--- src/rtl/vec_pkg.sv ---
// constants, carriers and states for the reset and interrupt vector locator
// assumes word-addressed program memory and requests from logic on the core clock
package vec_pkg;

   localparam int VEC_COUNT = 30;
   localparam int ADDR_W = 16;
   localparam int VNO_W = 5;
   localparam int IDX_W = 5;

   localparam logic [15:0] RESET_ADDR = 16'h0000;
   localparam logic [15:0] APP_BASE = 16'h0000;
   localparam logic [4:0] RESET_VNO = 5'h01;
   localparam logic [4:0] FIRST_IRQ_VNO = 5'h02;

   // boot section start per boot-size fuse code; plain defaults, set per memory size
   localparam logic [15:0] BOOT_ADDR_SZ [4] = '{16'h7000, 16'h7800, 16'h7c00, 16'h7e00};

   // slot offset per request, index 0 is vector number 2
   localparam logic [15:0] VEC_TABLE [VEC_COUNT] = '{
      16'h0002, 16'h0004, 16'h0006, 16'h0008, 16'h000a, 16'h000c,
      16'h000e, 16'h0010, 16'h0012, 16'h0014, 16'h0016, 16'h0018,
      16'h001a, 16'h001c, 16'h001e, 16'h0020, 16'h0022, 16'h0024,
      16'h0026, 16'h0028, 16'h002a, 16'h002c, 16'h002e, 16'h0030,
      16'h0032, 16'h0034, 16'h0036, 16'h0038, 16'h003a, 16'h003c};

   // fuse pins: {boot_size_fuses[1:0], boot_reset_fuse}
   localparam int FUSE_W = 3;
   localparam logic [2:0] FUSE_RST = 3'h1;
   localparam int FUSE_BRST_BIT = 0;
   localparam int FUSE_SZ_LSB = 1;
   localparam logic [1:0] SETTLE_CNT = 2'h3;

   typedef struct packed {
      logic serial1_tx_done_req;
      logic serial1_tx_empty_req;
      logic serial1_rx_done_req;
      logic self_program_ready_req;
      logic two_wire_req;
      logic eeprom_ready_req;
      logic adc_done_req;
      logic comparator_req;
      logic serial0_tx_done_req;
      logic serial0_tx_empty_req;
      logic serial0_rx_done_req;
      logic spi_done_req;
      logic t0_wrap_req;
      logic t0_match_b_req;
      logic t0_match_a_req;
      logic t1_wrap_req;
      logic t1_match_b_req;
      logic t1_match_a_req;
      logic t1_capture_req;
      logic t2_wrap_req;
      logic t2_match_b_req;
      logic t2_match_a_req;
      logic watchdog_timeout_req;
      logic pin_change_req_3;
      logic pin_change_req_2;
      logic pin_change_req_1;
      logic pin_change_req_0;
      logic ext_request_2;
      logic ext_request_1;
      logic ext_request_0;
   } irq_req_s;

   typedef struct packed {
      logic [15:0] addr;
      logic [4:0] vno;
      logic is_reset;
   } fetch_s;

   typedef enum logic [3:0] {
      ST_SETTLE = 4'b0001,
      ST_RESET = 4'b0010,
      ST_IDLE = 4'b0100,
      ST_HOLD = 4'b1000
   } loc_state_e;

endpackage : vec_pkg

--- src/rtl/reset_irq_vector_locator.sv ---
// reset and interrupt vector locator: picks the fetch address after reset
// and for the lowest pending request; assumes the core drops its global
// enable on taking a vector and that peripherals clear a flag on ack
`timescale 1ns/10ps

// Summary of operation
// - any reset source starts execution at word zero unless boot relocation applies.
// - external requests 0, 1, 2 vector to 0x0002, 0x0004, 0x0006 past base.
// - pin-change requests 0 to 3 vector to slots 0x0008 through 0x000e.
// - watchdog time-out vectors to 0x0010 past the table base.
// - timer 2 match a, match b, wrap vector to 0x0012, 0x0014, 0x0016.
// - timer 1 capture, match a, match b, wrap use slots 0x0018 to 0x001e.
// - timer 0 match a, match b, wrap vector to 0x0020, 0x0022, 0x0024.
// - spi transfer done vectors to 0x0026 past the table base.
// - serial 0 receive, empty, transmit vector to 0x0028, 0x002a, 0x002c.
// - comparator, converter, eeprom, two-wire use slots 0x002e to 0x0034.
// - self-program ready vectors to 0x0036 past the table base.
// - serial 1 receive, empty, transmit vector to 0x0038, 0x003a, 0x003c.
// - programmed boot-reset fuse starts execution at the boot section start.
// - vector-select set adds the boot section start to every slot.
// - reset address and vector base are chosen independently by fuse and select bit.
// - boot section start follows the boot-size fuses.
// - with vector-select clear the vectors sit at the start of flash.
module reset_irq_vector_locator
   import vec_pkg::*;
(
   input wire logic i_clk_sys,
   input wire logic i_rst,
   input wire logic i_boot_reset_fuse,
   input wire logic [1:0] i_boot_size_fuses,
   input wire logic i_vector_table_in_boot,
   input wire logic i_global_irq_en,
   input wire irq_req_s i_irq_req,
   output logic o_fetch_valid,
   output fetch_s o_fetch,
   output irq_req_s o_irq_ack
);

   //***************************************
   // fuse synchroniser
   //***************************************
   logic [FUSE_W-1:0] sync1_ff;
   logic [FUSE_W-1:0] sync2_ff;
   logic [FUSE_W-1:0] sync3_ff;
   logic [FUSE_W-1:0] nxt_sync1;
   logic [FUSE_W-1:0] nxt_sync2;
   logic [FUSE_W-1:0] nxt_sync3;
   logic fuse_agree;

   always_comb begin
      nxt_sync1 = {i_boot_size_fuses, i_boot_reset_fuse};
      nxt_sync2 = sync1_ff;
      nxt_sync3 = sync2_ff;
   end

   always_ff @(posedge i_clk_sys) begin
      if (i_rst) begin
         sync1_ff <= FUSE_RST;
         sync2_ff <= FUSE_RST;
         sync3_ff <= FUSE_RST;
      end else begin
         sync1_ff <= nxt_sync1;
         sync2_ff <= nxt_sync2;
         sync3_ff <= nxt_sync3;
      end
   end

   // only the later two stages are compared; the first may be metastable
   assign fuse_agree = (sync2_ff == sync3_ff);

   //***************************************
   // request priority
   //***************************************
   logic [VEC_COUNT-1:0] req_bits;
   logic [VEC_COUNT:0] lower_any;
   logic [VEC_COUNT-1:0] hit;
   logic [IDX_W-1:0] pick_idx;

   assign req_bits = i_irq_req;
   assign lower_any[0] = 1'b0;

   generate
      for (genvar g = 0; g < VEC_COUNT; g++) begin : g_prio
         assign lower_any[g+1] = lower_any[g] | req_bits[g];
         assign hit[g] = req_bits[g] & ~lower_any[g];
      end
   endgenerate

   always_comb begin
      pick_idx = '0;
      for (int i = 0; i < VEC_COUNT; i++) begin
         if (hit[i]) begin
            pick_idx = IDX_W'(i);
         end
      end
   end

   //***************************************
   // sequencer and fetch output
   //***************************************
   loc_state_e state_ff;
   loc_state_e nxt_state;
   logic [1:0] cnt_ff;
   logic [1:0] nxt_cnt;
   logic [FUSE_W-1:0] fuse_ff;
   logic [FUSE_W-1:0] nxt_fuse;
   logic [ADDR_W-1:0] boot_addr_ff;
   logic [ADDR_W-1:0] nxt_boot_addr;
   logic valid_ff;
   logic nxt_valid;
   fetch_s fetch_ff;
   fetch_s nxt_fetch;
   logic [VEC_COUNT-1:0] ack_ff;
   logic [VEC_COUNT-1:0] nxt_ack;
   logic [ADDR_W-1:0] vec_base;

   // interrupt base chosen by the select bit alone
   assign vec_base = i_vector_table_in_boot ? boot_addr_ff : APP_BASE;

   always_comb begin
      nxt_state = state_ff;
      nxt_cnt = cnt_ff;
      nxt_fuse = fuse_ff;
      nxt_boot_addr = boot_addr_ff;
      nxt_valid = 1'b0;
      nxt_fetch = fetch_ff;
      nxt_ack = '0;
      unique case (state_ff)
         ST_SETTLE: begin
            // wait for the fuse pins to pass the synchroniser and agree
            if (cnt_ff != SETTLE_CNT) begin
               nxt_cnt = cnt_ff + 2'h1;
            end else if (fuse_agree) begin
               nxt_fuse = sync3_ff;
               nxt_boot_addr = BOOT_ADDR_SZ[sync3_ff[FUSE_SZ_LSB +: 2]];
               nxt_state = ST_RESET;
            end
         end
         ST_RESET: begin
            nxt_valid = 1'b1;
            nxt_fetch.vno = RESET_VNO;
            nxt_fetch.is_reset = 1'b1;
            // fuse high (unprogrammed) keeps word zero
            if (fuse_ff[FUSE_BRST_BIT]) begin
               nxt_fetch.addr = RESET_ADDR;
            end else begin
               nxt_fetch.addr = boot_addr_ff;
            end
            nxt_state = ST_IDLE;
         end
         ST_IDLE: begin
            if (i_global_irq_en && (|req_bits)) begin
               nxt_valid = 1'b1;
               nxt_fetch.vno = FIRST_IRQ_VNO + pick_idx;
               nxt_fetch.is_reset = 1'b0;
               nxt_fetch.addr = vec_base + VEC_TABLE[pick_idx];
               nxt_ack = hit;
               nxt_state = ST_HOLD;
            end
         end
         ST_HOLD: begin
            // a still-set enable would re-vector the same request twice
            if (!i_global_irq_en) begin
               nxt_state = ST_IDLE;
            end
         end
      endcase
   end

   always_ff @(posedge i_clk_sys) begin
      if (i_rst) begin
         state_ff <= ST_SETTLE;
         cnt_ff <= '0;
         fuse_ff <= FUSE_RST;
         boot_addr_ff <= BOOT_ADDR_SZ[0];
         valid_ff <= 1'b0;
         fetch_ff <= '0;
         ack_ff <= '0;
      end else begin
         state_ff <= nxt_state;
         cnt_ff <= nxt_cnt;
         fuse_ff <= nxt_fuse;
         boot_addr_ff <= nxt_boot_addr;
         valid_ff <= nxt_valid;
         fetch_ff <= nxt_fetch;
         ack_ff <= nxt_ack;
      end
   end

   assign o_fetch_valid = valid_ff;
   assign o_fetch = fetch_ff;
   assign o_irq_ack = ack_ff;

   //***************************************
   // checks
   //***************************************
   logic in_boot_q_ff;
   logic [ADDR_W-1:0] base_q;
   logic [ADDR_W-1:0] slot_off;
   logic irq_out;

   always_ff @(posedge i_clk_sys) begin
      in_boot_q_ff <= i_vector_table_in_boot;
   end

   assign base_q = in_boot_q_ff ? boot_addr_ff : APP_BASE;
   assign slot_off = ADDR_W'({fetch_ff.vno - RESET_VNO, 1'b0});
   assign irq_out = valid_ff && !fetch_ff.is_reset;

   a_reset_app_zero: assert property (@(posedge i_clk_sys) disable iff (i_rst)
      valid_ff && fetch_ff.is_reset && fuse_ff[FUSE_BRST_BIT] |-> fetch_ff.addr == 16'h0000)
      else $error("reset vector not at word zero");
   a_ext_slots: assert property (@(posedge i_clk_sys) disable iff (i_rst)
      irq_out && fetch_ff.vno inside {[5'h02:5'h04]} |-> fetch_ff.addr == base_q + slot_off)
      else $error("external request slot wrong");
   a_pin_slots: assert property (@(posedge i_clk_sys) disable iff (i_rst)
      irq_out && fetch_ff.vno inside {[5'h05:5'h08]} |-> fetch_ff.addr - base_q == slot_off)
      else $error("pin change slot wrong");
   a_wdog_slot: assert property (@(posedge i_clk_sys) disable iff (i_rst)
      irq_out && fetch_ff.vno == 5'h09 |-> fetch_ff.addr == base_q + 16'h0010)
      else $error("watchdog slot wrong");
   a_t2_slots: assert property (@(posedge i_clk_sys) disable iff (i_rst)
      irq_out && fetch_ff.vno inside {[5'h0a:5'h0c]} |-> fetch_ff.addr == base_q + slot_off)
      else $error("timer 2 slot wrong");
   a_t1_slots: assert property (@(posedge i_clk_sys) disable iff (i_rst)
      irq_out && fetch_ff.vno inside {[5'h0d:5'h10]} |-> fetch_ff.addr == base_q + slot_off)
      else $error("timer 1 slot wrong");
   a_t0_slots: assert property (@(posedge i_clk_sys) disable iff (i_rst)
      irq_out && fetch_ff.vno inside {[5'h11:5'h13]} |-> fetch_ff.addr == base_q + slot_off)
      else $error("timer 0 slot wrong");
   a_spi_slot: assert property (@(posedge i_clk_sys) disable iff (i_rst)
      irq_out && fetch_ff.vno == 5'h14 |-> fetch_ff.addr == base_q + 16'h0026)
      else $error("spi slot wrong");
   a_ser0_slots: assert property (@(posedge i_clk_sys) disable iff (i_rst)
      irq_out && fetch_ff.vno inside {[5'h15:5'h17]} |-> fetch_ff.addr == base_q + slot_off)
      else $error("serial 0 slot wrong");
   a_misc_slots: assert property (@(posedge i_clk_sys) disable iff (i_rst)
      irq_out && fetch_ff.vno inside {[5'h18:5'h1b]} |-> fetch_ff.addr == base_q + slot_off)
      else $error("analog or two-wire slot wrong");
   a_spm_slot: assert property (@(posedge i_clk_sys) disable iff (i_rst)
      irq_out && fetch_ff.vno == 5'h1c |-> fetch_ff.addr == base_q + 16'h0036)
      else $error("self program slot wrong");
   a_ser1_slots: assert property (@(posedge i_clk_sys) disable iff (i_rst)
      irq_out && fetch_ff.vno inside {[5'h1d:5'h1f]} |-> fetch_ff.addr == base_q + slot_off)
      else $error("serial 1 slot wrong");
   a_reset_boot: assert property (@(posedge i_clk_sys) disable iff (i_rst)
      valid_ff && fetch_ff.is_reset && !fuse_ff[FUSE_BRST_BIT] |-> fetch_ff.addr == boot_addr_ff)
      else $error("boot reset address not used");
   a_vec_moved: assert property (@(posedge i_clk_sys) disable iff (i_rst)
      irq_out && in_boot_q_ff |-> fetch_ff.addr == boot_addr_ff + slot_off)
      else $error("vectors not moved to boot section");
   a_reset_once: assert property (@(posedge i_clk_sys) disable iff (i_rst)
      $rose(valid_ff && fetch_ff.is_reset) |=> !(valid_ff && fetch_ff.is_reset) [*8])
      else $error("reset vector repeated");
   a_boot_size: assert property (@(posedge i_clk_sys) disable iff (i_rst)
      state_ff != ST_SETTLE |-> boot_addr_ff == BOOT_ADDR_SZ[fuse_ff[FUSE_SZ_LSB +: 2]])
      else $error("boot start does not follow size fuses");
   a_vec_app: assert property (@(posedge i_clk_sys) disable iff (i_rst)
      irq_out && !in_boot_q_ff |-> fetch_ff.addr == slot_off)
      else $error("vectors not at start of flash");
   a_lowest_first: assert property (@(posedge i_clk_sys) disable iff (i_rst)
      irq_out |-> $onehot(ack_ff) && ((($past(req_bits) & (ack_ff - 30'h1))) == '0)
         && ack_ff[fetch_ff.vno - FIRST_IRQ_VNO])
      else $error("served request is not the lowest pending");
   a_serve_prompt: assert property (@(posedge i_clk_sys) disable iff (i_rst)
      state_ff == ST_IDLE && i_global_irq_en && (|req_bits) |=> valid_ff && !fetch_ff.is_reset)
      else $error("pending request not served next cycle");

   //***************************************
   // output protocol checks
   //***************************************
   // an ack without a fetch would clear a flag whose vector the core never saw
   a_ack_with_fetch: assert property (@(posedge i_clk_sys) disable iff (i_rst)
      ack_ff != '0 |-> irq_out && $onehot(ack_ff))
      else $error("ack without interrupt fetch");
   a_reset_no_ack: assert property (@(posedge i_clk_sys) disable iff (i_rst)
      valid_ff && fetch_ff.is_reset |-> ack_ff == '0 && fetch_ff.vno == RESET_VNO)
      else $error("reset fetch carries an ack or wrong number");
   a_settle_quiet: assert property (@(posedge i_clk_sys) disable iff (i_rst)
      state_ff == ST_SETTLE |-> !valid_ff)
      else $error("fetch before fuses were latched");
   a_gated_off: assert property (@(posedge i_clk_sys) disable iff (i_rst)
      !i_global_irq_en |=> !irq_out)
      else $error("interrupt served while enable low");
   // the hold state keeps one source from being served twice before its flag drops
   a_one_per_enable: assert property (@(posedge i_clk_sys) disable iff (i_rst)
      irq_out |=> !valid_ff)
      else $error("back-to-back vectors without enable low");
   a_hold_release: assert property (@(posedge i_clk_sys) disable iff (i_rst)
      state_ff == ST_HOLD && !i_global_irq_en |=> state_ff == ST_IDLE)
      else $error("hold not left after enable low");
   // reset is synchronous, so cleared outputs show one edge after it is seen
   a_reset_quiet: assert property (@(posedge i_clk_sys)
      i_rst |=> !valid_ff && ack_ff == '0 && fetch_ff == '0)
      else $error("outputs not cleared by reset");

endmodule : reset_irq_vector_locator

--- config.mk ---
export PLATFORM = sky130hd
export DESIGN_NAME = reset_irq_vector_locator
export DESIGN_NICKNAME = d
export VERILOG_FILES = /design/src/rtl/vec_pkg.sv /design/src/rtl/reset_irq_vector_locator.sv
export SDC_FILE = /design/constraint.sdc
export NUM_CORES = 1
export LEC_CHECK = 0
export ABC_CLOCK_PERIOD_IN_PS = 3480
export BUFFER_PORTS_ARGS = -buffer_cell sky130_fd_sc_hd__buf_2
export CORE_MARGIN = 4
export CORE_UTILIZATION = 36
export DETAILED_ROUTE_END_ITERATION = 8
export GPL_TIMING_DRIVEN = 0
export PLACE_DENSITY = 0.61
export SYNTH_ARGS = -nofsm -noshare
export SYNTH_HDL_FRONTEND = slang
export SYNTH_SLANG_ARGS = --single-unit
--- constraint.sdc ---
create_clock -name i_clk_sys -period 3.48 [get_ports i_clk_sys]
set_clock_uncertainty 0.05 [all_clocks]
set_input_delay 0 -clock i_clk_sys [delete_from_list [all_inputs] [get_ports i_clk_sys]]
set_output_delay 0 -clock i_clk_sys [all_outputs]
set_load 0.01 [all_outputs]
=== Yosys cells after proc, flatten, opt, wreduce, memory -nomap -nowiden ===
Memories as Yosys holds them, arrays and structs flattened.
Cells that the tools add are included.

* Flip-flop bits (word level): 85
* Memories: 1
* Memory bits (read-only): 512
* Bits of input ports: 37
* Output and inout port bits: 53
* Word-level logic and storage cells: 172

{| class="wikitable"
|+ Memories
! name !! words !! width !! rd ports !! clocked after memory_dff !! wr ports !! RTL line !! text
|-
| (no name shown) || 32 || 16 || 1 || 0 || 0 || reset_irq_vector_locator.sv:156 || <nowiki>nxt_fetch.addr = vec_base + VEC_TABLE[pick_idx];</nowiki>
|}

* $lt $le $gt $ge: 2
* Reduce and logical (&&, ||, !) cells: 8
* Equality and inequality tests: 10
* Multiplexer cells: 45
* Add/subtract/negate cells: 3
* Bitwise gates (word level): 91

{| class="wikitable"
|+ Operator list
! kind !! number
|-
| $mux 5 || 28
|-
| $mux 16 || 6
|-
| $pmux 22 s2 || 1
|-
| $bmux 16 s2 || 1
|-
| $not 1->1 || 32
|-
| $reduce_or 30->1 || 1
|-
| $and 1x1->1 || 29
|-
| $or 1x1->1 || 28
|-
| $mux 22 || 1
|-
| $add 16x16->16 || 1
|-
| $mux 4 || 4
|-
| $pmux 4 s4 || 1
|-
| $ne 2x2->1 const B || 5
|-
| $ge 6x6->1 const B || 1
|-
| $not 5->6 || 1
|-
| $add 2x5->5 const A || 1
|-
| $eq 4x1->1 const B || 1
|-
| $eq 4x2->1 const B || 1
|-
| $eq 4x3->1 const B || 1
|-
| $eq 4x4->1 const B || 1
|-
| $reduce_and 2->1 || 2
|-
| $reduce_and 4->1 || 1
|-
| $eq 3x3->1 || 1
|-
| $ge 3x3->1 const B || 1
|-
| 8 further kinds || 9
|}

=== Longest topological paths before layout ===
* Word-level depth: 38
* Gate-level depth with buffers: 12
* Gate-level depth less buffers: 11

=== Worst setup path before layout ===
Ideal clock, no wire load.

* Kind: input to register
* Start: input i_irq_req[8] (netlist name)
* End: register fetch_ff, in the netlist o_fetch[8]
* Setup time: 132 ps
* Required time: 3,298 ps
* Stages on the path: 8
* Buffers on the path: 0
* Path slack: 1,553 ps
* Arrival time: 1,745 ps
* Cell sequence: or4_1 -> or3_1 -> nor2_1 -> nand2_1 -> nand3_1 -> ha_1 -> o221ai_1 -> a21oi_1

* Word-level cells in the longest chain between the ends: 31
* Elaborated cells on any way between the ends: 97
* Classes of those cells: add/sub (1); eq/ne (1); mux (26); bitwise (65); reduce/logical (3); memory (1)

{| class="wikitable"
|+ RTL lines
! what !! RTL line !! text
|-
| from (decl) || reset_irq_vector_locator.sv:33 || <nowiki>input wire irq_req_s i_irq_req,</nowiki>
|-
| $or 1x1->1 || reset_irq_vector_locator.sv:84 || <nowiki>assign lower_any[g+1] = lower_any[g] | req_bits[g];</nowiki>
|-
| $not 1->1 / $or 1x1->1 (equally long branches) || reset_irq_vector_locator.sv:85, reset_irq_vector_locator.sv:84 ||
|-
| $and 1x1->1, or another cell as far along || reset_irq_vector_locator.sv:85 || <nowiki>assign hit[g] = req_bits[g] & ~lower_any[g];</nowiki>
|-
| $mux 5, or another cell as far along (19 in series) || reset_irq_vector_locator.sv:92 || <nowiki>if (hit[i]) begin</nowiki>
|-
| $mux 5 / $and 1x1->1 (equally long branches) || reset_irq_vector_locator.sv:92, reset_irq_vector_locator.sv:85 ||
|-
| $mux 5 || reset_irq_vector_locator.sv:92 ||
|-
| $not 5->6 (not written as such) || reset_irq_vector_locator.sv:156 ||
|-
| $mem_v2 32x16 || n/a ||
|-
| $mux 16 (not written as such) (2 in series) || reset_irq_vector_locator.sv:156 ||
|-
| $add 16x16->16 || reset_irq_vector_locator.sv:156 ||
|-
| $mux 22 || reset_irq_vector_locator.sv:152 || <nowiki>if (i_global_irq_en && (|req_bits)) begin</nowiki>
|-
| $pmux 22 s2 || reset_irq_vector_locator.sv:128 || <nowiki>unique case (state_ff)</nowiki>
|-
| to (signal assigned) || reset_irq_vector_locator.sv:185 || <nowiki>fetch_ff <= nxt_fetch;</nowiki>
|-
| to (decl) || reset_irq_vector_locator.sv:111 || <nowiki>fetch_s fetch_ff;</nowiki>
|}

Several ways; a longest one is shown, not always the timed one. The select of a mux whose other input is x is not followed.
A chain may end at the register's enable or synchronous reset.

=== Worst setup path after layout ===
* Start: input i_irq_req[18] (netlist name)
* End: register ack_ff[6] (netlist: o_irq_ack[6])

* Word-level cells in the longest chain between the ends: 4

{| class="wikitable"
|+ RTL lines
! what !! RTL line !! text
|-
| $reduce_or 30->1 || reset_irq_vector_locator.sv:152 ||
|-
| $logic_and 1x1->1 || reset_irq_vector_locator.sv:152 ||
|-
| $not 1->1 (no line) || n/a ||
|-
| $reduce_or 3->1 (no line) || n/a ||
|-
| to (signal assigned) || reset_irq_vector_locator.sv:186 || <nowiki>ack_ff <= nxt_ack;</nowiki>
|-
| to (decl) || reset_irq_vector_locator.sv:113 || <nowiki>logic [VEC_COUNT-1:0] ack_ff;</nowiki>
|}

No other way between the ends.

==> summary.md <==
| Metric | Value |
|---|---|
| Number of iterations in the first detailed-routing pass | 4 |
| GR met2 Demand/Resource | 25.1% |
| Synth top area cells | sky130_fd_sc_hd__dfxtp_1 46%, sky130_fd_sc_hd__nor2_1 4.9%, sky130_fd_sc_hd__a21oi_1 2.8% |
| Cell accounting for the most synthesized area | sky130_fd_sc_hd__dfxtp_1 |
| Startpoint of the worst setup timing path | i_irq_req[18] |
| Vias in the first global route | roughly 2.7k |
| Largest net degree at the start of global routing | 11 |
| Fraction of met3 tracks used by global routing | roughly 4.3% |
| Internal reg-to-reg setup slack | about 0.65 ns |
| TritonCTS clock tree | yes |
| Data required time at the worst endpoint | between 3 and 4 ns |
| Start point of the worst min-delay path | i_irq_req[2] |
| Antenna-violating nets left | 0 |
| Static leakage | ~0.0018 uW |
| Clock buffer depth | 2 |
| Category of the worst setup path capture point | flip-flop |
| Area of the core region | about 0.0077 mm2 |
| Pwr Density | around 400 mW/mm2 |
| Inserted Clock Buffers | 9 |
| Proportion of synthesized chip area in sequential cells | between 40% and 50% |
| Fraction of final layout cells sized beyond drive strength 1 | between 20 and 30% |
| Final nets | about 490 |
| Post-DP HPWL | approximately 5.4 mm |
| Number of DRC violations after detailed-routing iteration 0 | 68 |
| IO Pins | 90 |
| Number of flip-flops and latches in the synthesized netlist | 65 |
| Die width | between 90 and 100 um |
| Average via count per standard cell | 4.95 |
| Die area | approximately 0.0094 mm2 |
| Max FO, Critical Path | 10 |
| CP startpoint kind | primary input |
| Clock network latency to the later pin of the worst-skew pair | 0.34 ns |
| Num rows | 32 |
| Warnings, synthesis | 0 |
| Share of synthesized flip-flops with an asynchronous set or reset | 0% |
| Shortest clock period the worst path allows after layout | 2.87 ns |
| Total number of vias | about 2.7k |
| Final Hold Violating Endpoints | 0 |
| Avg WL per Cell | 13.2 um |
| Final estimated routing congestion in global placement | about 0.84 |
| Arrival time of the worst setup path | 3.04 ns |
| Worst setup endpoint | o_irq_ack[6] |
| Highest clock frequency the design can meet | 0.349 GHz |
| Final max-slew violation count | 0 |
| Reg-to-Reg Start | state_ff[2] |
| N_diodes | 0 |
| Number of antenna violations at the first check in global routing | 0 |
| Number of remaining DRC errors | 0 |
| Post-synth top flop | sky130_fd_sc_hd__dfxtp_1 |
| Path depth of the worst reg2reg path | 7 |
| Average cell area after synthesis | ~9 um2 |
| Count of buffers from port buffering | 84 |
| Worst-margin pin slew | between 0.6 and 0.7 ns |
| CTS clock-pin slew for the worst setup and hold paths | approximately 0.06 ns |
| Global-route wire length before repair | approximately 12 mm |
| Initial core utilization | a little under two fifths |
| Ratio of final minimum period to clock period | between 80% and 90% |
| Critical register-to-register path endpoint | o_irq_ack[15] |
| Setup TNS | 0 ns |
| Global routing met1 resource utilization | about a fifth |
| Outcome | completed |
| Count of unique library cells instantiated by Yosys | between 50 and 60 |
| H-tree depth | 3 |
| Fraction of the core area covered by cells at the end of the flow | about half |
| Cell Area, Synth | 0.00285 mm2 |
| Buffers inserted during post-CTS setup optimization | 0 |
| CTS root buf | sky130_fd_sc_hd__clkbuf_8 |
| Most common library cell in the layout ignoring fill and taps | sky130_fd_sc_hd__buf_2 |
| Leading cell types in the layout, fill and taps excluded | 85 x sky130_fd_sc_hd__buf_2, 65 x sky130_fd_sc_hd__dfxtp_1, 43 x sky130_fd_sc_hd__dlygate4sd3_1, 37 x sky130_fd_sc_hd__nor2_1, 16 x sky130_fd_sc_hd__a21oi_1 |
| Residual overflow from global routing | 0 |
| Cells after Synth | just over 300 |
| WS Path Type | primary input to flip-flop |
| Share of the synthesized area in the top cell type | ~46% |
| Die Span Y | 96.9 um |
| # setup viols final | 0 |
| Global router's overall resource usage | 15.9% |
| Gr busiest metal | met2 |
| Layout-stage area growth over the synthesis result | 40.9% |
| EDFF count, synth | 0 |
| Routed Wire Length | ~7.3 mm |
| Number of violations of the max-capacitance limit | 0 |
| Worst IR drop on VDD | 0.171 mV |
| Class of the worst hold path | primary input to flip-flop |
| RSZ-0062 raised after global routing | false |
| TritonCTS sink count | between 60 and 70 |
| Worst slew slack as a fraction of its limit | between 50% and 60% |
[sequential cells by signal (all words and copies together), names as in the netlist]
name and flops:
o_fetch 15, fuse_ff 1, state_ff 4, sync3_ff 3, cnt_ff 2, o_irq_ack 30, boot_addr_ff 3, nxt_sync2 3
nxt_sync3 3, o_fetch_valid 1
[metrics by stage]
stage          instances  hold WS [ns]  setup WS [ns]  area [um2]  power (uW)
2_1_floorplan        312        0.0197           1.55        2860         967
3_3_place_gp         498         0.136           1.07        3410        1050
3_5_place_dp         498         0.136           1.03        3410        1050
4_1_cts              555       0.00792          0.647        4010        1640
5_1_grt              555        0.0229          0.386        4010        1710
6_report             555        0.0259          0.611        4010        1620
[synthesized netlist by cell type (all sizes together), types with 3 or more instances]
| cell | n |
|---|---|
| nand3 | 8 |
| inv | 11 |
| a22o | 4 |
| nor4 | 11 |
| nand2 | 16 |
| and3 | 10 |
| nor2b | 12 |
| nor2 | 37 |
| or2 | 4 |
| a21oi | 16 |
| o31ai | 5 |
| and4b | 3 |
| nor3b | 4 |
| ha | 4 |
| a31oi | 4 |
| nor3 | 15 |
| dfxtp | 65 |
| o21ai | 15 |
| and2 | 5 |
| xnor2 | 5 |
| nand4b | 6 |
| buf | 10 |
| nand4 | 5 |
| a211oi | 5 |
[layout make-up]
type,count,area (um2)
buffer,12,80.1
clock buffer,12,155
clock inverter,2,15.0
fill,731,3720
inverter,11,41.3
multi-input combinational,224,1440
sequential,65,1300
tap,102,128
timing repair buffer,127,851
[logic make-up after synthesis]
family / Yosys count / share of synthesized area, %
adder cells (fa/ha/maj): 4 / 1.76
AND/OR/NAND/NOR: 147 / 31.5
XOR/XNOR: 5 / 1.54
other: 1 / 0.132
flip-flops: 65 / 45.7
buffers and inverters: 23 / 4.26
multiplexers: 2 / 0.703
AO/OA/AOI/OAI: 61 / 14.4
[how the worst min path moves through the flow]
stage | slack [ns] | depth (start not counted) | to
after floorplan | 0.02 | 1 | o_irq_ack[23]
after global placement | 0.14 | 2 | nxt_sync2[0]
after detailed placement | 0.14 | 2 | nxt_sync2[0]
after CTS | 0.008 | 2 | o_irq_ack[3]
after global routing | 0.02 | 2 | o_irq_ack[3]
final | 0.03 | 2 | o_irq_ack[3]
[per-layer routing]
layer,vias to the layer above,part of all wire (%)
met1,1263,47
li1,1392,-
met3,9,6.3
met5,-,0
met2,85,46
met4,0,1.5
[critical path, stage by stage]
cell and delay (ns):
sky130_fd_sc_hd__dlygate4sd3_1 0.55, sky130_fd_sc_hd__buf_2 0.17, sky130_fd_sc_hd__nor4_1 0.60, sky130_fd_sc_hd__and4_1 0.41
sky130_fd_sc_hd__a31oi_4 0.18, sky130_fd_sc_hd__nand2b_1 0.12, sky130_fd_sc_hd__buf_2 0.20, sky130_fd_sc_hd__nor2_1 0.07
sky130_fd_sc_hd__and3_1 0.18, sky130_fd_sc_hd__dlygate4sd3_1 0.55
[power by group]
part           internal (uW)  total [uW]  switching [uW]
Sequential               777         801            24.8
Clock                    290         559             269
Combinational            119         261             142
Total                   1190        1620             436
[what timing repair did]
action / CTS / global route
resized for setup: 0 / 0
endpoints found under the hold margin: 36 / 0
hold buffers: 43 / 0
(Power assumes the default switching activity.)
